==> src/ssp_pkg.sv <==
// shared constants, types and helpers of the serial port slave and its master
package ssp_pkg;
    // ========================================================
    // frame layout
    localparam int FRAME_BITS = 16;
    localparam int CNT_W = 5;
    localparam logic [CNT_W-1:0] FRAME_CNT = 5'h10;
    localparam logic [CNT_W-1:0] CNT_MAX = 5'h1F;
    localparam int CMD_HI = 15;
    localparam int CMD_LO = 10;
    localparam int CMD_W = 6;
    localparam logic [CMD_W-1:0] CMD_MODE = 6'h01;
    localparam logic [CMD_W-1:0] CMD_GAIN = 6'h02;
    localparam logic [CMD_W-1:0] CMD_SPARE = 6'h03;
    localparam logic [CMD_W-1:0] CMD_DIAG1 = 6'h08;
    localparam logic [CMD_W-1:0] CMD_DIAG2 = 6'h10;
    localparam logic [CMD_W-1:0] CMD_DIAG3 = 6'h18;
    localparam int BIT_HOLD = 7;
    localparam int BIT_SHORT = 6;
    localparam int GAIN_HI = 7;
    localparam int GAIN_LO = 6;
    localparam int BIT_FRAME_ERR = 7;
    localparam int DIAG_W = 8;
    // ========================================================
    // response headers and reset values
    localparam logic [15:0] RESP_IDLE = 16'h0200;
    localparam logic [15:0] RESP_MODE = 16'h0400;
    localparam logic [15:0] RESP_SPARE = 16'h0600;
    localparam logic [15:0] RESP_DIAG1 = 16'h1000;
    localparam logic [15:0] RESP_DIAG2 = 16'h2000;
    localparam logic [15:0] RESP_DIAG3 = 16'h3000;
    localparam logic [CMD_W-1:0] RST_LAST_CMD = 6'h00;
    localparam logic [1:0] RST_GAIN = 2'h0;
    localparam logic [15:0] RST_WORD = 16'h0000;
    localparam logic [DIAG_W-1:0] RST_DIAG = 8'h00;
    // ========================================================
    // buffering
    localparam int FIFO_DEPTH = 8;
    localparam int FIFO_AW = 3;
    // ========================================================
    // timing
    localparam int CLK_KHZ = 25000;
    localparam int CLK_PERIOD_NS = 40;
    localparam int SCK_MAX_KHZ = 4000;
    localparam int SCK_HALF_CYC = (CLK_KHZ + 2 * SCK_MAX_KHZ - 1) / (2 * SCK_MAX_KHZ);
    localparam int HALF_W = 4;
    localparam logic [HALF_W-1:0] HALF_RELOAD = HALF_W'(SCK_HALF_CYC - 1);
    localparam int GAP_NS = 1000;
    localparam int GAP_CYC = (GAP_NS + CLK_PERIOD_NS - 1) / CLK_PERIOD_NS;
    localparam int GAP_W = 8;
    localparam logic [GAP_W-1:0] GAP_RELOAD = GAP_W'(GAP_CYC - 1);
    localparam int MON_TIMEOUT_NS = 1000;
    localparam int MON_TIMEOUT_CYC = MON_TIMEOUT_NS / CLK_PERIOD_NS;
    localparam int MON_W = 8;
    localparam logic [MON_W-1:0] MON_LIMIT = MON_W'(MON_TIMEOUT_CYC);
    // ========================================================
    // master sequencer states
    typedef enum logic [5:0] {
        SSP_H_IDLE = 6'b000001,
        SSP_H_LEAD = 6'b000010,
        SSP_H_LOW = 6'b000100,
        SSP_H_HIGH = 6'b001000,
        SSP_H_TRAIL = 6'b010000,
        SSP_H_GAP = 6'b100000
    } ssp_host_state_e;
    // ========================================================
    function automatic logic [CMD_W-1:0] ssp_cmd_of(input logic [FRAME_BITS-1:0] w);
        ssp_cmd_of = w[CMD_HI:CMD_LO];
    endfunction
endpackage

==> src/ssp_if.sv <==
// serial link between the master and the slave port
`timescale 1ns/1ns
interface ssp_if;
    logic cs_n;
    logic sck;
    logic sdi;
    logic sdo;
    logic sdo_oe;
    logic sdo_wire;
    // undriven line reads high, as through a pull-up
    assign sdo_wire = sdo_oe ? sdo : 1'b1;
    modport device (input cs_n, input sck, input sdi, output sdo, output sdo_oe);
    modport host (output cs_n, output sck, output sdi, input sdo_wire);
endinterface

==> src/ssp_device.sv <==
// slave end: frame receiver, response shifter, word FIFO and clock supervisor
`timescale 1ns/1ns
module ssp_fifo #(
    parameter int WIDTH = 16,
    parameter int DEPTH = 8,
    parameter int AW = 3
) (
    input wire logic clk,
    input wire logic rst,
    input wire logic in_valid,
    output logic in_ready,
    input wire logic [WIDTH-1:0] in_data,
    output logic out_valid,
    input wire logic out_ready,
    output logic [WIDTH-1:0] out_data
);
    logic [WIDTH-1:0] mem [DEPTH];
    logic [AW-1:0] wr_reg;
    logic [AW-1:0] rd_reg;
    logic [AW:0] count_reg;
    logic push;
    logic pop;
    assign in_ready = (count_reg != (AW+1)'(DEPTH));
    assign out_valid = (count_reg != '0);
    assign out_data = mem[rd_reg];
    assign push = in_valid && in_ready;
    assign pop = out_valid && out_ready;
    always_ff @(posedge clk) begin
        if (push) begin
            mem[wr_reg] <= in_data;
        end
    end
    always_ff @(posedge clk) begin
        if (rst) begin
            wr_reg <= '0;
            rd_reg <= '0;
            count_reg <= '0;
        end else begin
            if (push) begin
                wr_reg <= wr_reg + 1'b1;
            end
            if (pop) begin
                rd_reg <= rd_reg + 1'b1;
            end
            count_reg <= count_reg + (AW+1)'(push) - (AW+1)'(pop);
        end
    end
endmodule // ssp_fifo

module ssp_device
    import ssp_pkg::*;
(
    input wire logic clk,
    input wire logic rst,
    ssp_if.device link,
    input wire logic monitor_oscillator,
    input wire logic [DIAG_W-1:0] diag_in,
    output logic [FRAME_BITS-1:0] cmd_word,
    output logic cmd_valid,
    input wire logic cmd_ready,
    output logic overflow,
    output logic hold_mode,
    output logic short_mode,
    output logic [1:0] amp_gain,
    output logic frame_error_flag,
    output logic [DIAG_W-1:0] diag_flags,
    output logic clock_fail
);
    // ========================================================
    // synchronisers
    logic [1:0] cs_sync_reg;
    logic [1:0] sck_sync_reg;
    logic [1:0] sdi_sync_reg;
    logic [1:0] mon_sync_reg;
    logic cs_d_reg;
    logic sck_d_reg;
    logic mon_d_reg;
    always_ff @(posedge clk) begin
        if (rst) begin
            cs_sync_reg <= 2'h3;
            sck_sync_reg <= 2'h3;
            sdi_sync_reg <= 2'h3;
            mon_sync_reg <= 2'h0;
            cs_d_reg <= 1'b1;
            sck_d_reg <= 1'b1;
            mon_d_reg <= 1'b0;
        end else begin
            cs_sync_reg <= {cs_sync_reg[0], link.cs_n};
            sck_sync_reg <= {sck_sync_reg[0], link.sck};
            sdi_sync_reg <= {sdi_sync_reg[0], link.sdi};
            mon_sync_reg <= {mon_sync_reg[0], monitor_oscillator};
            cs_d_reg <= cs_sync_reg[1];
            sck_d_reg <= sck_sync_reg[1];
            mon_d_reg <= mon_sync_reg[1];
        end
    end
    logic cs_s;
    logic sck_s;
    logic cs_fall;
    logic cs_rise;
    logic sck_fall;
    logic sck_rise;
    assign cs_s = cs_sync_reg[1];
    assign sck_s = sck_sync_reg[1];
    assign cs_fall = cs_d_reg && !cs_s;
    assign cs_rise = !cs_d_reg && cs_s;
    // clock edges count only inside a frame
    assign sck_fall = !cs_s && sck_d_reg && !sck_s;
    assign sck_rise = !cs_s && !sck_d_reg && sck_s;
    // ========================================================
    // receive shifter
    logic [FRAME_BITS-1:0] rx_reg;
    logic [CNT_W-1:0] bits_reg;
    always_ff @(posedge clk) begin
        if (rst) begin
            rx_reg <= RST_WORD;
            bits_reg <= '0;
        end else if (cs_fall) begin
            bits_reg <= '0;
        end else if (sck_rise) begin
            rx_reg <= {rx_reg[FRAME_BITS-2:0], sdi_sync_reg[1]};
            // saturates so an overlong frame never wraps to sixteen
            if (bits_reg != CNT_MAX) begin
                bits_reg <= bits_reg + 1'b1;
            end
        end
    end
    logic [CMD_W-1:0] rx_cmd;
    logic key_ok;
    logic frame_ok;
    assign rx_cmd = ssp_cmd_of(rx_reg);
    assign key_ok = (rx_cmd == CMD_MODE) || (rx_cmd == CMD_GAIN) || (rx_cmd == CMD_SPARE)
        || (rx_cmd == CMD_DIAG1) || (rx_cmd == CMD_DIAG2) || (rx_cmd == CMD_DIAG3);
    assign frame_ok = (bits_reg == FRAME_CNT) && key_ok;
    // ========================================================
    // commit and configuration
    logic commit;
    logic fifo_in_ready;
    logic [CMD_W-1:0] last_cmd_reg;
    assign commit = cs_rise && frame_ok;
    always_ff @(posedge clk) begin
        if (rst) begin
            last_cmd_reg <= RST_LAST_CMD;
            hold_mode <= 1'b0;
            short_mode <= 1'b0;
            amp_gain <= RST_GAIN;
        end else if (commit) begin
            last_cmd_reg <= rx_cmd;
            if (rx_cmd == CMD_MODE) begin
                hold_mode <= rx_reg[BIT_HOLD];
                short_mode <= rx_reg[BIT_SHORT];
            end
            if (rx_cmd == CMD_GAIN) begin
                amp_gain <= rx_reg[GAIN_HI:GAIN_LO];
            end
        end
    end
    // words lost for want of room are reported, the master cannot be stalled
    always_ff @(posedge clk) begin
        if (rst) begin
            overflow <= 1'b0;
        end else begin
            overflow <= commit && !fifo_in_ready;
        end
    end
    // ========================================================
    // response shifter and output enable
    logic [FRAME_BITS-1:0] tx_reg;
    logic [FRAME_BITS-1:0] resp_next;
    logic rd_diag1;
    logic rd_diag2;
    always_comb begin
        resp_next = RESP_IDLE;
        case (last_cmd_reg)
            CMD_MODE, CMD_GAIN: resp_next = RESP_MODE;
            CMD_SPARE: resp_next = RESP_SPARE;
            CMD_DIAG1: resp_next = RESP_DIAG1 | {8'h00, diag_flags};
            CMD_DIAG2: resp_next = RESP_DIAG2 | (16'(frame_error_flag) << BIT_FRAME_ERR);
            CMD_DIAG3: resp_next = RESP_DIAG3;
            default: resp_next = RESP_IDLE;
        endcase
    end
    assign rd_diag1 = cs_fall && (last_cmd_reg == CMD_DIAG1);
    assign rd_diag2 = cs_fall && (last_cmd_reg == CMD_DIAG2);
    always_ff @(posedge clk) begin
        if (rst) begin
            tx_reg <= RST_WORD;
            link.sdo <= 1'b1;
            link.sdo_oe <= 1'b0;
        end else if (cs_fall) begin
            tx_reg <= resp_next;
            link.sdo <= resp_next[FRAME_BITS-1];
            link.sdo_oe <= 1'b1;
        end else if (cs_s) begin
            link.sdo_oe <= 1'b0;
        end else if (sck_fall) begin
            link.sdo <= tx_reg[FRAME_BITS-1];
            tx_reg <= {tx_reg[FRAME_BITS-2:0], 1'b0};
        end
    end
    // ========================================================
    // sticky flags, set wins over clear
    always_ff @(posedge clk) begin
        if (rst) begin
            diag_flags <= RST_DIAG;
            frame_error_flag <= 1'b0;
        end else begin
            diag_flags <= (rd_diag1 ? RST_DIAG : diag_flags) | diag_in;
            frame_error_flag <= (rd_diag2 ? 1'b0 : frame_error_flag) || (cs_rise && !frame_ok);
        end
    end
    // ========================================================
    // main clock supervision by the monitor oscillator
    logic [MON_W-1:0] mon_cnt_reg;
    always_ff @(posedge clk) begin
        if (rst) begin
            mon_cnt_reg <= '0;
            clock_fail <= 1'b0;
        end else if (mon_d_reg != mon_sync_reg[1]) begin
            mon_cnt_reg <= '0;
            clock_fail <= 1'b0;
        end else if (mon_cnt_reg != MON_LIMIT) begin
            mon_cnt_reg <= mon_cnt_reg + 1'b1;
        end else begin
            clock_fail <= 1'b1;
        end
    end
    // ========================================================
    // word stream toward the core, registered output stage
    logic fifo_out_valid;
    logic [FRAME_BITS-1:0] fifo_out_data;
    logic stage_load;
    assign stage_load = !cmd_valid || cmd_ready;
    ssp_fifo #(
        .WIDTH(FRAME_BITS),
        .DEPTH(FIFO_DEPTH),
        .AW(FIFO_AW)
    ) u_fifo (
        .clk(clk),
        .rst(rst),
        .in_valid(commit),
        .in_ready(fifo_in_ready),
        .in_data(rx_reg),
        .out_valid(fifo_out_valid),
        .out_ready(stage_load),
        .out_data(fifo_out_data)
    );
    always_ff @(posedge clk) begin
        if (rst) begin
            cmd_valid <= 1'b0;
            cmd_word <= RST_WORD;
        end else if (stage_load) begin
            cmd_valid <= fifo_out_valid;
            cmd_word <= fifo_out_data;
        end
    end
endmodule // ssp_device

==> src/flat_wrapper.sv <==
// flat-port wrapper written by rule: the top's interface ports become plain ports
module ssp_device_flat import ssp_pkg::*;
  (clk, rst, monitor_oscillator, diag_in, cmd_word, cmd_valid, cmd_ready, overflow, hold_mode, short_mode, amp_gain, frame_error_flag, diag_flags, clock_fail, link_cs_n, link_sck, link_sdi, link_sdo, link_sdo_oe);
  ssp_if link_i ();
  input wire logic clk;
  input wire logic rst;
  input wire logic monitor_oscillator;
  input wire logic [DIAG_W-1:0] diag_in;
  output logic [FRAME_BITS-1:0] cmd_word;
  output logic cmd_valid;
  input wire logic cmd_ready;
  output logic overflow;
  output logic hold_mode;
  output logic short_mode;
  output logic [1:0] amp_gain;
  output logic frame_error_flag;
  output logic [DIAG_W-1:0] diag_flags;
  output logic clock_fail;
  input wire logic [$bits(link_i.cs_n)-1:0] link_cs_n;
  input wire logic [$bits(link_i.sck)-1:0] link_sck;
  input wire logic [$bits(link_i.sdi)-1:0] link_sdi;
  output wire logic [$bits(link_i.sdo)-1:0] link_sdo;
  output wire logic [$bits(link_i.sdo_oe)-1:0] link_sdo_oe;
  assign link_i.cs_n = link_cs_n;
  assign link_i.sck = link_sck;
  assign link_i.sdi = link_sdi;
  assign link_sdo = link_i.sdo;
  assign link_sdo_oe = link_i.sdo_oe;
  ssp_device u_core (.clk(clk), .rst(rst), .link(link_i), .monitor_oscillator(monitor_oscillator), .diag_in(diag_in), .cmd_word(cmd_word), .cmd_valid(cmd_valid), .cmd_ready(cmd_ready), .overflow(overflow), .hold_mode(hold_mode), .short_mode(short_mode), .amp_gain(amp_gain), .frame_error_flag(frame_error_flag), .diag_flags(diag_flags), .clock_fail(clock_fail));
endmodule
==> config.mk <==
export PLATFORM = sky130hd
export DESIGN_NAME = ssp_device_flat
export DESIGN_NICKNAME = d
export VERILOG_FILES = /design/src/ssp_pkg.sv /design/src/ssp_if.sv /design/src/ssp_device.sv /design/src/flat_wrapper.sv
export SDC_FILE = /design/constraint.sdc
export NUM_CORES = 1
export LEC_CHECK = 0
export BUFFER_PORTS_ARGS = -buffer_cell sky130_fd_sc_hd__buf_2
export CAP_MARGIN = 20
export CORE_ASPECT_RATIO = 1.1
export CORE_MARGIN = 3
export CORE_UTILIZATION = 55
export CTS_BUF_LIST = sky130_fd_sc_hd__clkbuf_8 sky130_fd_sc_hd__clkbuf_16
export CTS_CLUSTER_SIZE = 8
export DETAILED_ROUTE_END_ITERATION = 10
export MAX_ROUTING_LAYER = met4
export PLACE_DENSITY = 0.73
export SLEW_MARGIN = 20
export SYNTH_ARGS = -nofsm -noshare
export SYNTH_HDL_FRONTEND = slang
export SYNTH_SLANG_ARGS = --single-unit
==> constraint.sdc <==
create_clock -name clk -period 7.45 [get_ports clk]
set_clock_uncertainty 0.1 [all_clocks]
set_input_delay 1.1175 -clock clk [delete_from_list [all_inputs] [get_ports clk]]
set_output_delay 1.1175 -clock clk [all_outputs]
set_load 0.1 [all_outputs]
Yosys cells after proc, flatten, opt, wreduce, memory -nomap -nowiden. Memory sizes are Yosys's and may differ from the RTL's. A register that Yosys moved wholly into a read port is not among the register bits. Index checks and enable logic that the tools add are counted.

RAM bits: 128. Bits in registers: 90. Memories kept: 1.

Memory list: u_core.u_fifo.mem (depth 8, width 16, read ports 1, clocked after Yosys merged registers in 1, wr ports 1, line ssp_device.sv:17) `logic [WIDTH-1:0] mem [DEPTH];`.

Bitwise logic cells: 2. Muxes and demuxes: 13. Equality and inequality tests: 18. Reductions and logical operators: 39. Add/subtract/negate cells: 6.

Operators with widths (count): one-hot mux 14 bit (5 select lines) (1); 2-to-1 mux 16 bit (3); == test 6 x 2 -> 1 bit, second input constant (4); == test 6 x 5 -> 1 bit, second input constant (4); logical AND 1 bit (14); == test 6 x 1 -> 1 bit, second input constant (2); == test 6 x 4 -> 1 bit, second input constant (2); AND reduction 2 bit (5); adder 8 x 1 -> 8 bit, second input constant (1); 2-to-1 mux 1 bit (8); 2-to-1 mux 8 bit (1); != test 8 x 5 -> 1 bit, second input constant (1); OR 8 bit (1); logical NOT 1 bit (7); logical OR 1 bit (7); adder 3 x 1 -> 3 bit, second input constant (2); OR reduction 2 bit (3); adder 5 x 1 -> 5 bit, second input constant (1); == test 5 bit, second input constant (1); != test 5 bit, second input constant (1); adder 4 x 1 -> 4 bit (1); != test 4 bit, second input constant (1); nonzero test 2 bit (2); nonzero test 4 bit (1); 4 further kinds (4).

Depth between registers and ports, before layout.
Word-level depth: 11. Gate-level depth with buffers: 12.

Modules after synthesis. A second synthesis with hierarchy kept.

Cells, all modules: 691. Area, all modules: 9359.0 um^2.

By module, submodules not included: ssp_fifo (cells an instance 265, sequential area each 4103.9 um^2, area each 5631.7 um^2, times used 1); ssp_device (cells an instance 426, sequential area each 1921.8 um^2, area each 3727.3 um^2, times used 1).

Worst setup path before layout. Ideal clock, no wire load.

Kind: flip-flop to flip-flop. Start point: register u_core.rx_reg[12]. End point: memory u_core.u_fifo.mem[0][0] (enable). Data arrival time: 2.919 ns. Setup slack: 4.001 ns. Library setup time: 0.430 ns. Stages on the path, launching flop included: 5. Path through: dfxtp_1 -> or4b_4 -> nor3_2 -> nand3_2 -> nor4_1.

Word-level cells in the longest chain between the ends: 11.

RTL lines: from (decl) (line ssp_device.sv:112) `logic [FRAME_BITS-1:0] rx_reg;`; from (signal assigned) (line ssp_device.sv:121) `rx_reg <= {rx_reg[FRAME_BITS-2:0], sdi_sync_reg[1]};`; == test 6 x 1 -> 1 bit or == test 6 x 2 -> 1 bit (tied branches) (line ssp_device.sv:132) `assign key_ok = (rx_cmd == CMD_MODE) || (rx_cmd == CMD_GAIN) || (rx_cmd == CMD_SPARE)`; logical OR 1 bit (2 in a row) (line ssp_device.sv:132); logical OR 1 bit (2 in a row) (line ssp_device.sv:133) `|| (rx_cmd == CMD_DIAG1) || (rx_cmd == CMD_DIAG2) || (rx_cmd == CMD_DIAG3);`; logical OR 1 bit * (line ssp_device.sv:133); logical AND 1 bit * (line ssp_device.sv:134) `assign frame_ok = (bits_reg == FRAME_CNT) && key_ok;`; logical AND 1 bit * (line ssp_device.sv:140) `assign commit = cs_rise && frame_ok;`; logical AND 1 bit * (line ssp_device.sv:26) `assign push = in_valid && in_ready;`; 2-to-1 mux 1 bit * (line ssp_device.sv:29) `if (push) begin`; 2-to-1 mux 1 bit (implied by the code) * (line ssp_device.sv:30) `mem[wr_reg] <= in_data;`; to (decl) (line ssp_device.sv:17).

Mark *: on every way between the ends. The rest lies on a longest branch, timed or not.

Worst setup path in the final report.
Start point: register u_core.rx_reg[12]. End point: register u_core.u_fifo.count_reg[2].

Word-level cells in the longest chain between the ends: 11.

RTL lines: == test 6 x 1 -> 1 bit or == test 6 x 2 -> 1 bit (tied branches) (line ssp_device.sv:132); logical OR 1 bit (2 in a row) (line ssp_device.sv:132); logical OR 1 bit (2 in a row) (line ssp_device.sv:133); logical OR 1 bit * (line ssp_device.sv:133); logical AND 1 bit * (line ssp_device.sv:134); logical AND 1 bit * (line ssp_device.sv:140); logical AND 1 bit * (line ssp_device.sv:26); adder 4 x 1 -> 4 bit * (line ssp_device.sv:45) `count_reg <= count_reg + (AW+1)'(push) - (AW+1)'(pop);`; subtractor 4 x 1 -> 4 bit * (line ssp_device.sv:45); to (signal assigned) (line ssp_device.sv:45); to (decl) (line ssp_device.sv:20) `logic [AW:0] count_reg;`.

Marks and branches as above. A chain may end at the register's enable or synchronous reset.

==> metrics.md <==
| Metric | Value |
|---|---|
| 1st-iter DRT viols | 367 |
| Largest net degree at the start of global routing | between 90 and 100 |
| Mapped Area | just over 9000 sq um |
| H-tree Lvls | 2 |
| RR Endpoint | u_core.u_fifo.count_reg[2]$_SDFF_PP0_ |
| Number of synthesized flops with an enable pin | ~130 |
| Filler cells | around 1.2k |
| Drt total wl | around 19000 microns |
| Yosys reg bits | between 200 and 250 |
| Vias per cell | 5.84 |
| Post-synth top area share | 42.3% |
| Critical Path End Type | register |
| DIE AREA | 18100 sq um |
| Clock Latency Late Sink | ~0.5 ns |
| Unique masters post-synth | 53 |
| CP arrival | around 3.4 ns |
| Worst min path class | reg2reg |
| Syn_nets | about 750 |
| Seq/Total Area, Yosys | approximately two thirds |
| Dpl hpwl | 11000 microns |
| TritonCTS clock tree | built |
| Crit path buffers/inverters | 2 |
| CP startpoint kind | register |
| Max Slew Vio Count | 0 |
| Top reg by flops | u_core.u_fifo.mem |
| Final period util | 42.0% |
| Area grow syn2layout | 16.3% |
| Worst reg-to-reg setup slack | 4.32 ns |
| Vias in the first global route | around 5.9k |
| Critical Path RT | 7.68 ns |
| Minimum clock period | between 3 and 4 ns |
| Max_cap viols | 0 |
| Post-place setup slack | 4.02 ns |
| Total iterations of the first detailed-routing run | 4 |
| Maximum clock rate | 0.320 GHz |
| Core ar. | ~16000 sq um |
| Clock root cell | clkbuf_16 |
| Status | finished clean |
| PD cells | between 300 and 400 nW/um^2 |
| Total CTS buffers | 35 |
| Layout Nets | just over 800 |
| GR peak layer | met2 |
| HP Start | u_core.sck_sync_reg[0]$_SDFF_PP1_ |
| Syn Area/Cell | 12.6 sq um |
| Routability congestion estimate | roughly 0.80 |
| CP max stage cell | or4b_4 |
| Yosys warning total | 0 |
| Hold Slack | roughly 0.30 ns |
| Storage cell area | about 6000 sq um |
| Met3 Use GR | roughly 4.2% |
| Fin worst setup slack | 4.32 ns |
| Core Rows | 48 |
| Count leader, synth | edfxtp_1 |
| Final hold violation count | 0 |
| Worst Path Class, Setup | reg2reg |
| Largest register FFs | between 100 and 150 |
| Final ANT Viol Nets | 0 |
| RSZ-0062 raised after global routing | no |
| Worst-path maximum fanout | 12 |
| Clock-pin slew of the registers on the worst-case setup and hold paths | around 0.050 ns |
| Worst reg2reg path depth | 10 |
| Main synth FF type | edfxtp_1 |
| Max_slew headroom | about 29% |
| Die H | 141 microns |
| Setup Buffers After CTS | 0 |
| Clock sink total | between 200 and 250 |
| Top-Level Pins | 49 |
| Crit path max-delay family | simple AND/OR/NAND/NOR gates |
| Remaining DRCs | 0 |
| Footprint of the multi-input gates | between 2000 and 3000 sq um |
| Starting Density | 56.9% |
| Launching point of the worst reg2reg path | u_core.rx_reg[12]$_SDFFE_PP0P_ |
| Met2 Use GR | between 30% and 40% |
| Port-buffer cells | 48 |
| Initial antenna violation count | 1 |
| Syn Inst Count | about 720 |
| CP Cell Sequence | or4b_4 -> nor3_2 -> nand3_2 -> ha_1 -> inv_1 -> ha_1 -> inv_1 -> fa_1 -> xor2_1 -> nor2_1 |
| VDD IR-drop max | between 0.15 and 0.2 mV |
| Crit-path max cell delay | around 0.64 ns |
| Met1 usage | between 20% and 30% |
| CTS resizes | 0 |
| CTS Hold Bufs | 0 |
| CP Depth | 10 |
| Vias | 5850 |
| CP Capture Point | u_core.u_fifo.count_reg[2]$_SDFF_PP0_ |
| First-pass GRT wire length | 29900 microns |
| Setup TNS | 0 ns |
| Horiz. Die Dim | around 130 microns |
| Largest area contributor in the netlist | edfxtp_1 |
| Leak | between 3 and 4 nW |
| Dominant cells by area after synthesis | edfxtp_1 42%, dfxtp_1 23%, mux2i_1 8.1%, nor2_1 3.5%, a21oi_1 2.4% |
| Gr usage total | 21.7% |
| Commonest cells in the netlist | 128 x edfxtp_1, 106 x dfxtp_1, 85 x nor2_1, 74 x mux2i_1, 44 x a21oi_1 |
| Asr flop ratio synth | 0% |
| Slew at the pin closest to its max-slew limit | 1.06 ns |
| Layout cell share with drive strength beyond 1 | around 15% |
| Clock Tree Buf Depth | 3 |
| WL per Instance | about 19 microns |
| Grt total ovfl | 0 |
| Launch point of the worst path | u_core.rx_reg[12]$_SDFFE_PP0P_ |
| Final setup vio count | 0 |
per-layer routing:
layer | part of all wire [%] | up-vias | wire, microns
met1 | 41 | 2858 | 7700
met4 | 2.7 | 0 | 503
met2 | 51 | 164 | 9630
li1 | - | 2785 | -
met5 | 0 | - | 0
met3 | 5.3 | 43 | 994
final cells by class:
type	instances	share of cell area, %
timing repair buffer	58	3.17
inverter	12	0.426
clock inverter	19	0.887
multi-input combinational	442	28.2
sequential	234	56.4
tap	200	2.37
antenna	1	0.0237
clock buffer	36	8.52
kinds of logic (layout without fill, tap and decap cells):
logic type,after synthesis,count (layout),synth area share (%)
adders and majority gates,14,14,2.01
xor gates and xnor gates,17,17,1.64
AOI/OAI and AO/OA,121,121,8.23
DFF,234,234,65.6
and+or+nand+nor,214,214,12.0
other,0,1,0
buffers and inverters,48,125,2.15
muxes,76,76,8.39
power by group:
group | total, W | switching, W | internal (W)
clock network | 0.00139 | 0.000524 | 0.000861
logic | 0.000785 | 0.000539 | 0.000245
registers | 0.00145 | 0.0000414 | 0.00141
worst min path at each step:
stage / endpoint / cells after the start / slack (ns)
after global placement: u_core.sck_sync_reg[1]$_SDFF_PP1_ / 1 / 0.29
after global routing: u_core.sdi_sync_reg[1]$_SDFF_PP1_ / 1 / 0.32
after floorplan: u_core.cs_sync_reg[1]$_SDFF_PP1_ / 1 / 0.29
after CTS: u_core.sck_sync_reg[1]$_SDFF_PP1_ / 1 / 0.30
final: u_core.sck_sync_reg[1]$_SDFF_PP1_ / 1 / 0.30
after detailed placement: u_core.sck_sync_reg[1]$_SDFF_PP1_ / 1 / 0.29
stage by stage:
stage / power (W) / cell area (sq um) / std cells / util [%]
6_report: 0.00362 / 10600 / 1002 / 66.2
2_1_floorplan: 0.00212 / 9090 / 724 / -
5_1_grt: 0.00377 / 10600 / 1002 / 66.2
3_5_place_dp: 0.00226 / 9550 / 945 / 59.8
4_1_cts: 0.00365 / 10500 / 1000 / 66.0
3_3_place_gp: 0.00224 / 9550 / 945 / 59.8
layout by cell type (no fill, tap or decap), drive strengths merged, types with 2 or more instances in the layout:
| cell | instances |
|---|---|
| edfxtp | 128 |
| dfxtp | 106 |
| nor2 | 85 |
| mux2i | 74 |
| buf | 58 |
| a21oi | 44 |
| nand2 | 39 |
| clkbuf | 36 |
| inv | 29 |
| o22ai | 22 |
| o21ai | 20 |
| nor3 | 19 |
| o32ai | 16 |
| ha | 13 |
| nand2b | 10 |
| nand3 | 10 |
| xor2 | 9 |
| nor2b | 9 |
| or2 | 9 |
| nand4 | 8 |
| xnor2 | 8 |
| nor4 | 5 |
| o31ai | 4 |
| or4b | 4 |
| nor4b | 4 |
| a221oi | 3 |
| nor3b | 3 |
| or2b | 2 |
| and3 | 2 |
| and2 | 2 |
| a21o | 2 |
| mux2 | 2 |
| a22oi | 2 |
| o21a | 2 |
| clkinv | 2 |
(Power assumes the default switching activity.)
